File: src/caf_pkg.sv
// Package with register map, field layout and timing constants of the CAN receive acceptance filter.
package caf_pkg;
  // ==========================================================================
  // Register offsets (byte addresses).
  localparam logic [7:0] OFF_PATTERN = 8'h00;
  localparam logic [7:0] OFF_MASK = 8'h04;
  localparam logic [7:0] OFF_CTRL = 8'h08;
  localparam logic [7:0] OFF_TICK = 8'h0C;
  localparam logic [7:0] OFF_STATUS = 8'h10;
  localparam logic [7:0] OFF_ACC_CNT = 8'h14;
  localparam logic [7:0] OFF_REJ_CNT = 8'h18;
  // ==========================================================================
  // Reset values.
  localparam logic [31:0] PATTERN_RST = 32'h0000_0000;
  localparam logic [31:0] MASK_RST = 32'hFFFF_FFFF;
  // ==========================================================================
  // Control and status field positions.
  localparam int CTRL_TS_EN = 0;
  localparam int CTRL_DEFAULTS = 1;
  localparam int STAT_LAST_ACC = 0;
  localparam int STAT_LAST_VALID = 1;
  // ==========================================================================
  // Timing.
  localparam int CLK_MHZ = 200;
  localparam int TICK_US = 1;
  localparam int TICK_CYCLES = CLK_MHZ * TICK_US;
  // ==========================================================================
  // Hex ASCII digit set.
  localparam logic [7:0] ASCII_ZERO = 8'h30;
  localparam logic [7:0] ASCII_A_LESS10 = 8'h37;
endpackage : caf_pkg

File: src/caf_filter.sv
// Top of the CAN receive acceptance filter with its AHB-Lite register slave.
`timescale 1ns/1ps
module caf_filter #(
  parameter int CYCLES_PER_US = caf_pkg::TICK_CYCLES
) (
  input wire logic mclk,
  input wire logic resetn,
  input wire logic hsel,
  input wire logic [31:0] haddr,
  input wire logic [1:0] htrans,
  input wire logic hwrite,
  input wire logic [2:0] hsize,
  input wire logic [31:0] hwdata,
  input wire logic hready,
  output logic [31:0] hrdata,
  output logic hreadyout,
  output logic hresp,
  input wire logic rx_valid,
  input wire logic rx_ext,
  input wire logic rx_rtr,
  input wire logic [28:0] rx_id,
  input wire logic [7:0] rx_data0,
  input wire logic [7:0] rx_data1,
  output logic fwd_valid,
  output logic fwd_ext,
  output logic fwd_rtr,
  output logic [28:0] fwd_id,
  output logic [7:0] fwd_data0,
  output logic [7:0] fwd_data1,
  output logic fwd_ts_valid,
  output logic [63:0] fwd_ts_ascii
);
  // ==========================================================================
  // Declarations.
  logic [31:0] pattern_q;
  logic [31:0] mask_q;
  logic ts_en_q;
  logic [31:0] tick_us;
  logic [31:0] frame_bits;
  logic match;
  logic wr_pend_q;
  logic [7:0] wr_addr_q;
  logic rd_sel;
  logic [7:0] rd_addr;
  logic [31:0] rd_data;
  logic addr_ok;
  logic [1:0] last_q;
  logic [31:0] acc_cnt_q;
  logic [31:0] rej_cnt_q;
  logic defaults_wr;
  logic accept;
  logic [63:0] ts_ascii_d;
  logic [31:0] pattern_d;
  logic [31:0] mask_d;
  logic ts_en_d;
  logic [1:0] last_d;
  logic [31:0] acc_cnt_d;
  logic [31:0] rej_cnt_d;
  logic wr_pattern;
  logic wr_mask;
  logic wr_ctrl;
  logic [31:0] rd_word;
  logic [31:0] hrdata_q;

  // Converts one nibble into its hex ASCII character.
  function automatic logic [7:0] hex_char(input logic [3:0] nib);
    logic [7:0] base;
    base = (nib < 4'hA) ? caf_pkg::ASCII_ZERO : caf_pkg::ASCII_A_LESS10;
    return base + {4'h0, nib};
  endfunction : hex_char

  // Tells whether the pending write targets the register at the given offset.
  function automatic logic wr_hit(input logic pend, input logic [7:0] addr, input logic [7:0] off);
    return pend && (addr == off);
  endfunction : wr_hit

  // Spells the tick as eight hex characters, the most significant nibble in the top byte.
  function automatic logic [63:0] tick_to_ascii(input logic [31:0] tick);
    logic [63:0] text;
    text = 64'h0000_0000_0000_0000;
    for (int i = 0; i < 8; i++) begin
      text[i*8 +: 8] = hex_char(tick[i*4 +: 4]);
    end
    return text;
  endfunction : tick_to_ascii

  // ==========================================================================
  // Time tick.
  caf_tick #(.CYCLES_PER_US(CYCLES_PER_US)) u_tick (
    .mclk(mclk),
    .resetn(resetn),
    .tick_us(tick_us)
  );

  // ==========================================================================
  // Frame bits laid out like the pattern, a standard frame's data byte 0 in bits 15..8.
  assign frame_bits = rx_ext ? {rx_id[28:0], rx_rtr, 2'b00}
                             : {rx_id[10:0], rx_rtr, 4'h0, rx_data0, rx_data1};
  // Spare bits compare against a zero frame bit; keep the mask set there to ignore them.
  assign match = &(~(frame_bits ^ pattern_q) | mask_q);

  // Accepted-frame strobe and the time tag it would carry; the tick is taken in the receive cycle.
  assign accept = rx_valid && match;
  assign ts_ascii_d = tick_to_ascii(tick_us);

  // Output strobes, one cycle after the accepted frame.
  always_ff @(posedge mclk or negedge resetn) begin
    if (!resetn) begin
      fwd_valid <= 1'b0;
      fwd_ts_valid <= 1'b0;
    end else begin
      fwd_valid <= accept;
      fwd_ts_valid <= accept && ts_en_q;
    end
  end

  // Frame fields and time tag, held until the next accepted frame.
  always_ff @(posedge mclk or negedge resetn) begin
    if (!resetn) begin
      fwd_ext <= 1'b0;
      fwd_rtr <= 1'b0;
      fwd_id <= 29'h0000_0000;
      fwd_data0 <= 8'h00;
      fwd_data1 <= 8'h00;
      fwd_ts_ascii <= 64'h0000_0000_0000_0000;
    end else if (accept) begin
      fwd_ext <= rx_ext;
      fwd_rtr <= rx_rtr;
      fwd_id <= rx_id;
      fwd_data0 <= rx_data0;
      fwd_data1 <= rx_data1;
      fwd_ts_ascii <= ts_ascii_d;
    end
  end

  // Next values of the frame statistics; the counters wrap and are cleared only by reset.
  assign last_d = rx_valid ? {1'b1, match} : last_q;
  assign acc_cnt_d = acc_cnt_q + {31'h0000_0000, accept};
  assign rej_cnt_d = rej_cnt_q + {31'h0000_0000, rx_valid && !match};

  // Frame statistics for software.
  always_ff @(posedge mclk or negedge resetn) begin
    if (!resetn) begin
      last_q <= 2'b00;
      acc_cnt_q <= 32'h0000_0000;
      rej_cnt_q <= 32'h0000_0000;
    end else begin
      last_q <= last_d;
      acc_cnt_q <= acc_cnt_d;
      rej_cnt_q <= rej_cnt_d;
    end
  end

  // ==========================================================================
  // AHB-Lite slave: zero wait states, always OKAY.
  assign hreadyout = 1'b1;
  assign hresp = 1'b0;
  assign rd_sel = hsel && hready && htrans[1] && !hwrite;
  assign rd_addr = haddr[7:0];
  assign wr_pattern = wr_hit(wr_pend_q, wr_addr_q, caf_pkg::OFF_PATTERN);
  assign wr_mask = wr_hit(wr_pend_q, wr_addr_q, caf_pkg::OFF_MASK);
  assign wr_ctrl = wr_hit(wr_pend_q, wr_addr_q, caf_pkg::OFF_CTRL);
  assign defaults_wr = wr_ctrl && hwdata[caf_pkg::CTRL_DEFAULTS];

  // Address phase capture of writes; their data follow in the next cycle.
  always_ff @(posedge mclk or negedge resetn) begin
    if (!resetn) begin
      wr_pend_q <= 1'b0;
      wr_addr_q <= 8'h00;
    end else if (hready) begin
      wr_pend_q <= hsel && htrans[1] && hwrite;
      wr_addr_q <= haddr[7:0];
    end
  end

  // Next configuration; a defaults write beats every other field of the same write.
  assign pattern_d = defaults_wr ? caf_pkg::PATTERN_RST : (wr_pattern ? hwdata : pattern_q);
  assign mask_d = defaults_wr ? caf_pkg::MASK_RST : (wr_mask ? hwdata : mask_q);
  assign ts_en_d = defaults_wr ? 1'b0 : (wr_ctrl ? hwdata[caf_pkg::CTRL_TS_EN] : ts_en_q);

  // Configuration registers.
  always_ff @(posedge mclk or negedge resetn) begin
    if (!resetn) begin
      pattern_q <= caf_pkg::PATTERN_RST;
      mask_q <= caf_pkg::MASK_RST;
      ts_en_q <= 1'b0;
    end else begin
      pattern_q <= pattern_d;
      mask_q <= mask_d;
      ts_en_q <= ts_en_d;
    end
  end

  // Read mux over next values (the tick over its current count), so a read right behind a write or a frame sees its effect; unmapped reads give zero.
  assign addr_ok = (rd_addr <= caf_pkg::OFF_REJ_CNT) && (rd_addr[1:0] == 2'b00);
  always_comb begin
    rd_data = 32'h0000_0000;
    unique case (rd_addr)
      caf_pkg::OFF_PATTERN: rd_data = pattern_d;
      caf_pkg::OFF_MASK: rd_data = mask_d;
      caf_pkg::OFF_CTRL: rd_data = {31'h0000_0000, ts_en_d};
      caf_pkg::OFF_TICK: rd_data = tick_us;
      caf_pkg::OFF_STATUS: rd_data = {30'h0000_0000, last_d};
      caf_pkg::OFF_ACC_CNT: rd_data = acc_cnt_d;
      caf_pkg::OFF_REJ_CNT: rd_data = rej_cnt_d;
      default: rd_data = 32'h0000_0000;
    endcase
  end
  assign rd_word = addr_ok ? rd_data : 32'h0000_0000;

  // Read data register, loaded in the address phase so that it stands through the data phase.
  always_ff @(posedge mclk or negedge resetn) begin
    if (!resetn) begin
      hrdata_q <= 32'h0000_0000;
    end else if (rd_sel) begin
      hrdata_q <= rd_word;
    end
  end
  assign hrdata = hrdata_q;
endmodule : caf_filter

File: src/caf_tick.sv
// Free-running microsecond time tick counter.
`timescale 1ns/1ps
module caf_tick #(
  parameter int CYCLES_PER_US = caf_pkg::TICK_CYCLES
) (
  input wire logic mclk,
  input wire logic resetn,
  output logic [31:0] tick_us
);
  // ==========================================================================
  // Prescaler and counter.
  logic [15:0] pre_q;
  logic [15:0] pre_d;
  logic us_pulse;
  logic [31:0] tick_q;
  logic [31:0] tick_d;

  // One-cycle enable each microsecond.
  assign us_pulse = (pre_q == 16'(CYCLES_PER_US - 1));
  assign pre_d = us_pulse ? 16'h0000 : pre_q + 16'h0001;
  assign tick_d = us_pulse ? tick_q + 32'h0000_0001 : tick_q;
  assign tick_us = tick_q;

  // Counter registers; the tick wraps naturally at its maximum.
  always_ff @(posedge mclk or negedge resetn) begin
    if (!resetn) begin
      pre_q <= 16'h0000;
      tick_q <= 32'h0000_0000;
    end else begin
      pre_q <= pre_d;
      tick_q <= tick_d;
    end
  end
endmodule : caf_tick
File: config.mk
export PLATFORM = sky130hd
export DESIGN_NAME = caf_filter
export DESIGN_NICKNAME = d
export VERILOG_FILES = /design/src/caf_pkg.sv /design/src/caf_filter.sv /design/src/caf_tick.sv
export SDC_FILE = /design/constraint.sdc
export NUM_CORES = 1
export LEC_CHECK = 0
export BUFFER_PORTS_ARGS = -buffer_cell sky130_fd_sc_hd__buf_2
export CORE_ASPECT_RATIO = 0.7
export CORE_MARGIN = 2
export CORE_UTILIZATION = 57
export CTS_CLUSTER_SIZE = 8
export DETAILED_ROUTE_END_ITERATION = 10
export HOLD_SLACK_MARGIN = 0.05
export PLACE_DENSITY_LB_ADDON = 0.3
export SETUP_SLACK_MARGIN = 0.02
export SLEW_MARGIN = 5
export SYNTH_ARGS = -nofsm -noshare
export SYNTH_HDL_FRONTEND = slang
export SYNTH_HIERARCHICAL = 1
export SYNTH_SLANG_ARGS = --single-unit
File: constraint.sdc
create_clock -name mclk -period 5.3 [get_ports mclk]
set_input_delay 1.06 -clock mclk [delete_from_list [all_inputs] [get_ports mclk]]
set_output_delay 1.06 -clock mclk [all_outputs]
set_load 0.05 [all_outputs]
==> impl_metrics.env, run 1 <==
export IMPL_outcome="finished, final reports clean"
export IMPL_synth_seq_cells=325
export IMPL_netlist_area_leader_share_pct=45.4
export IMPL_drc_errors=0
export IMPL_async_reset_ff_share_pct=100
export IMPL_synth_area_leaders="dfrtp_1 45%, mux2_2 5.8%, mux2i_1 5.4%"
export IMPL_area_delta_synth_final_pct=17.4
export IMPL_synth_edff_count=0
export IMPL_clock_skew_ps=27.7
export IMPL_antenna_found_initial=3
export IMPL_peakVddDrop_mv=0.354
export IMPL_yosysUniqueCellTypes=66
export IMPL_dr_total_vias=12900
export IMPL_rows=51
export IMPL_ys_seq_area_share_pct=50.6
export IMPL_rsz0062_at_grt="no"
export IMPL_dieHeight_microns=145
export IMPL_critPathKind="in -> reg"
export IMPL_tightest_slew_ps=1150
export IMPL_place_congestion=0.957
export IMPL_wire_per_inst_microns=22.1
export IMPL_cts_tree="yes"
export IMPL_die_w_microns=205
export IMPL_drive_above_1_share_pct=25.5
export IMPL_cp_max_fo=33
export IMPL_clk_path_buf_depth=3
export IMPL_cts_setup_buffers=0
export IMPL_cts_inserted_buffers=46
export IMPL_power_density_nw_per_um2=379
export IMPL_dr_pass1_iters=10
export IMPL_nFillCells=2059
export IMPL_whs_ps=443
export IMPL_avgSynthCellArea_sq_um=11.0
export IMPL_slew_headroom_pct=23.1
export IMPL_final_common_cell="dfrtp_1"
export IMPL_dp_worst_setup_slack_ps=174
export IMPL_synth_largest_area_cell="dfrtp_1"
export IMPL_wirelength_microns=46400
export IMPL_grt_pass1_wl_microns=70000
export IMPL_setup_tns_final_ps=0
export IMPL_multiInputGateArea_sq_um=7550
export IMPL_cts_resized=0
export IMPL_clkSlewWorstSetupHoldPaths_ps=50
export IMPL_ant_nets=0
export IMPL_start_kind="primary input"
export IMPL_fp_dieArea_sq_um=29700
export IMPL_clock_fmax_ghz=0.220
export IMPL_leakagePower_nw=9.23
export IMPL_period_needed_ps=4550
export IMPL_worstSetupEndpointType="register"
export IMPL_numPortBuffers=230
export IMPL_drv_slew=0
export IMPL_synthCells=1468
export IMPL_clk_latency_ps=570
export IMPL_hold_path_class="reg -> reg"
export IMPL_grt_pass1_vias=12200
export IMPL_grt_total_usage_pct=31.0
export IMPL_mostFrequentLayoutCells="293 x dfrtp_1, 229 x buf_2, 154 x nand2_1, 87 x mux2i_1"
export IMPL_cts_sinks=325
export IMPL_critPathArrivalTime_ps=4950
export IMPL_clockRootBuffer="clkbuf_16"
export IMPL_fin_ws_ps=755
export IMPL_io_pins=269
export IMPL_nets=1857
export IMPL_dr_first_iter_drc_count=1391
export IMPL_start_util_pct=58.0
export IMPL_synthFlopType="dfrtp_1"
export IMPL_critPathRequiredTime_ps=5700
export IMPL_seqCellArea_sq_um=8170
export IMPL_drv_cap=0
export IMPL_grt_max_degree=123
export IMPL_timing_final_crit_share_pct=85.8
export IMPL_synth_yosys_warnings=6
export IMPL_ctsHoldBuffers=0
export IMPL_setup_violations=0
export IMPL_hold_violations=0
export IMPL_htreeDepth=2
export IMPL_p_total_mw=7.19
export IMPL_viasPerCell=6.14
export IMPL_syn_area_sq_um=16100
export IMPL_grt_overflow=0
export IMPL_dp_hpwl_microns=33500
export IMPL_fp_coreArea_sq_um=27800
==> cells in the mapped netlist, drive strengths merged (14+ instances only) <==
| cell type | count |
|---|---|
| buf | 37 |
| a21oi | 44 |
| a222oi | 17 |
| ha | 29 |
| nor2 | 82 |
| nand3 | 84 |
| xor2 | 62 |
| mux2 | 103 |
| xnor2 | 75 |
| dfrtp | 293 |
| a31oi | 21 |
| nor3 | 15 |
| mux2i | 87 |
| clkbuf | 39 |
| and4 | 14 |
| nor4 | 16 |
| nand2 | 154 |
| a22oi | 19 |
| inv | 24 |
| and3 | 24 |
| nand4 | 43 |
| o21ai | 23 |
| nor2b | 23 |
| dfstp | 32 |
==> per-layer routing <==
layer,vias to the layer above,share of wire [%],GRT usage [%]
met4,2,3.1,10.8
met3,99,11,9.05
met2,658,43,46.2
li1,5759,-,-
met5,-,0.019,0
met1,6392,43,43.6
==> power breakdown <==
group	internal (mW)	switching, mW
Clock	1.63	1.09
Sequential	2.77	0.171
Combinational	0.410	1.11
==> cell type report <==
type / instances / area share [%]
multi-input combinational: 1051 / 39.8
clock buffer: 74 / 6.74
tap: 371 / 2.45
sequential: 325 / 43.1
antenna: 1 / 0.0132
timing repair buffer: 254 / 7.21
clock inverter: 3 / 0.178
inverter: 24 / 0.475
==> worst max-delay path: stages <==
cell	delay, ps
buf_2	100
buf_12	220
mux2i_1	330
mux2i_1	270
o221ai_1	160
nor4_2	450
nand4_4	140
inv_1	210
ha_1	300
ha_1	250
nand3_1	140
nor4_2	280
buf_4	240
nand4_1	120
xnor2_1	170
a221oi_1	280
o221ai_1	180
==> per-stage QoR <==
stage | util [%] | std cells | instance area, sq um
after CTS | 68.1 | 2102 | 18900
after detailed placement | 63.4 | 2025 | 17600
after global placement | 63.4 | 2025 | 17600
after floorplan | - | 1476 | 16200
after global routing | 68.1 | 2103 | 19000
final | 68.1 | 2103 | 19000
==> cell families after synthesis <==
| kind of cell | after synthesis | synth area share [%] |
|---|---|---|
| simple gates | 487 | 15.3 |
| compound gates | 194 | 8.34 |
| xor+xnor | 137 | 7.43 |
| flops | 325 | 50.6 |
| mux | 190 | 12.6 |
| fa+ha+maj | 33 | 2.74 |
| buf+inv | 100 | 2.90 |
| other cells | 2 | 0.0465 |
==> flip-flops by register name, summed over array words and instances, names as in the netlist, 2 cells and up <==
signal	flops
mask_q	32
fwd_ts_ascii	56
rej_cnt_q	32
pattern_q	32
hrdata	32
u_tick/tick_us	32
fwd_data1	8
wr_addr_q	8
fwd_id	29
fwd_data0	8
last_q	2
acc_cnt_q	32
u_tick/pre_q	16
==> path summary, 6_finish.rpt <==
kind                                 start      endpoint  slack [ps]  cells past startpoint
worst max-delay path                rx_ext    hrdata[28]         750                     17
worst min-delay path             last_q[1]     last_q[1]         440                      1
worst max register to register  mask_q[19]    hrdata[28]        1340                     15
worst min register to register   last_q[1]     last_q[1]         440                      1
max in group asynchronous           resetn    hrdata[17]        3460                      2
min in group asynchronous           resetn  fwd_data0[6]         540                      1
Note: power is estimated with default switching activity, not from simulation.
==> inputs of run 2 (changes only) <==
- PLACE_DENSITY: not set -> 0.87
- PLACE_DENSITY_LB_ADDON: 0.3 -> not set
==> impl_metrics.env, run 2 (same netlist as run 1, synthesis figures left out) <==
export IMPL_wire_per_inst_microns=22.6
export IMPL_leakagePower_nw=9.21
export IMPL_die_w_microns=205
export IMPL_clock_fmax_ghz=0.225
export IMPL_start_util_pct=58.0
export IMPL_clk_path_buf_depth=3
export IMPL_r2r_start="mask_q[17]"
export IMPL_cts_setup_buffers=0
export IMPL_dr_first_iter_drc_count=1410
export IMPL_cts_sinks=325
export IMPL_grt_overflow=0
export IMPL_critPathKind="in -> reg"
export IMPL_p_total_mw=7.15
export IMPL_cts_resized=0
export IMPL_grt_total_usage_pct=31.9
export IMPL_slew_headroom_pct=16.7
export IMPL_drc_errors=0
export IMPL_cts_tree="yes"
export IMPL_fp_coreArea_sq_um=27800
export IMPL_dieHeight_microns=145
export IMPL_fp_dieArea_sq_um=29700
export IMPL_wirelength_microns=47400
export IMPL_final_common_cell="dfrtp_1"
export IMPL_critPathArrivalTime_ps=4870
export IMPL_grt_pass1_vias=12800
export IMPL_largest_register="fwd_ts_ascii"
export IMPL_nets=1856
export IMPL_dr_pass1_iters=9
export IMPL_whs_path_depth=1
export IMPL_start_kind="primary input"
export IMPL_path_cells="buf_2 > buf_12 > mux2i_1 > xor2_1 > o2111ai_1 > nor4_2 > nand4_4 > inv_1 > ha_1 > ha_1 > nand3_1 > nor4_2 > buf_4 > nand4_1 > xnor2_1 > a221oi_1 > o221ai_1"
export IMPL_reg2reg_depth=15
export IMPL_clockRootBuffer="clkbuf_16"
export IMPL_drv_cap=0
export IMPL_tightest_slew_ps=1240
export IMPL_holdCritStartpoint="last_q[1]"
export IMPL_worst_path_dominant_cell_family="simple AND/OR/NAND/NOR gates"
export IMPL_hold_path_class="reg -> reg"
export IMPL_timing_final_crit_share_pct=84.0
export IMPL_ant_nets=0
export IMPL_crit_slowest_cell="nor4_2"
export IMPL_postLayoutCoreUtil_pct=68.0
export IMPL_htreeDepth=2
export IMPL_fin_ws_ps=849
export IMPL_power_density_nw_per_um2=378
export IMPL_grt_pass1_wl_microns=72500
export IMPL_peakVddDrop_mv=0.251
export IMPL_io_pins=269
export IMPL_grt_max_degree=144
export IMPL_holdPathEnd="last_q[1]"
export IMPL_dp_hpwl_microns=33500
export IMPL_r2r_end="hrdata[28]"
export IMPL_setup_tns_final_ps=0
export IMPL_clkSlewWorstSetupHoldPaths_ps=50
export IMPL_drv_slew=0
export IMPL_area_delta_synth_final_pct=17.2
export IMPL_period_needed_ps=4450
export IMPL_mostFrequentLayoutCells="293 x dfrtp_1, 229 x buf_2, 154 x nand2_1, 87 x mux2i_1"
export IMPL_clock_skew_ps=20.7
export IMPL_worstSetupEndpointType="register"
export IMPL_drive_above_1_share_pct=25.5
export IMPL_cts_inserted_buffers=46
export IMPL_viasPerCell=6.24
export IMPL_hold_violations=0
export IMPL_cp_max_fo=33
export IMPL_dr_total_vias=13100
export IMPL_clk_latency_ps=560
export IMPL_critPathRequiredTime_ps=5720
export IMPL_slowest_delay_ps=410
export IMPL_rows=51
export IMPL_place_congestion=0.917
export IMPL_dp_worst_setup_slack_ps=415
export IMPL_largest_register_ffs=56
export IMPL_cp_num_buf_inv=4
export IMPL_setup_violations=0
export IMPL_rrSetupSlack_ps=1360
export IMPL_outcome="finished, final reports clean"
export IMPL_rsz0062_at_grt="no"
export IMPL_numPortBuffers=230
export IMPL_ctsHoldBuffers=0
export IMPL_antenna_found_initial=2
[run 2: cell count changes in the layout (fill, tap and decap cells not counted), sizes merged]
cell	change
clkbuf	-6
buf	-1
[run 2: layout make-up]
cell class                 count  area, sq um
multi-input combinational   1051         7540
sequential                   325         8170
fill                        2033         8900
inverter                      24         90.1
clock buffer                  68         1250
antenna                        1         2.50
timing repair buffer         253         1360
tap                          371          464
clock inverter                 3         33.8
[run 2: layer usage]
metal | global-route usage (%) | vias to the layer above | wire length (microns)
li1 | - | 5735 | -
met1 | 43.5 | 6438 | 19300
met2 | 49.0 | 782 | 21000
met3 | 8.40 | 123 | 5380
met4 | 12.8 | 2 | 1770
met5 | 0 | - | 22
[run 2: per-stage QoR]
step	std cells	hold WS, ps	cell area [sq um]
after global placement	2024	435	17600
after global routing	2096	454	18900
after floorplan	1476	424	16200
after CTS	2095	447	18900
after detailed placement	2024	437	17600
final	2096	447	18900
[run 2: power by group]
| group | internal, mW | switching, mW |
|---|---|---|
| Clock | 1.62 | 1.07 |
| Sequential | 2.77 | 0.170 |
| Combinational | 0.409 | 1.11 |
| Total | 4.80 | 2.35 |
[run 2: worst max path at each step]
| stage | slack [ps] | startpoint | to | depth (start not counted) |
|---|---|---|---|---|
| final | 850 | rx_ext | hrdata[28] | 17 |
| after global routing | 570 | rx_ext | hrdata[28] | 17 |
| after CTS | 900 | rx_ext | hrdata[28] | 17 |
| after detailed placement | 420 | rx_ext | hrdata[28] | 17 |
| after global placement | 460 | rx_ext | hrdata[28] | 17 |
| after floorplan | 370 | rx_ext | hrdata[28] | 18 |
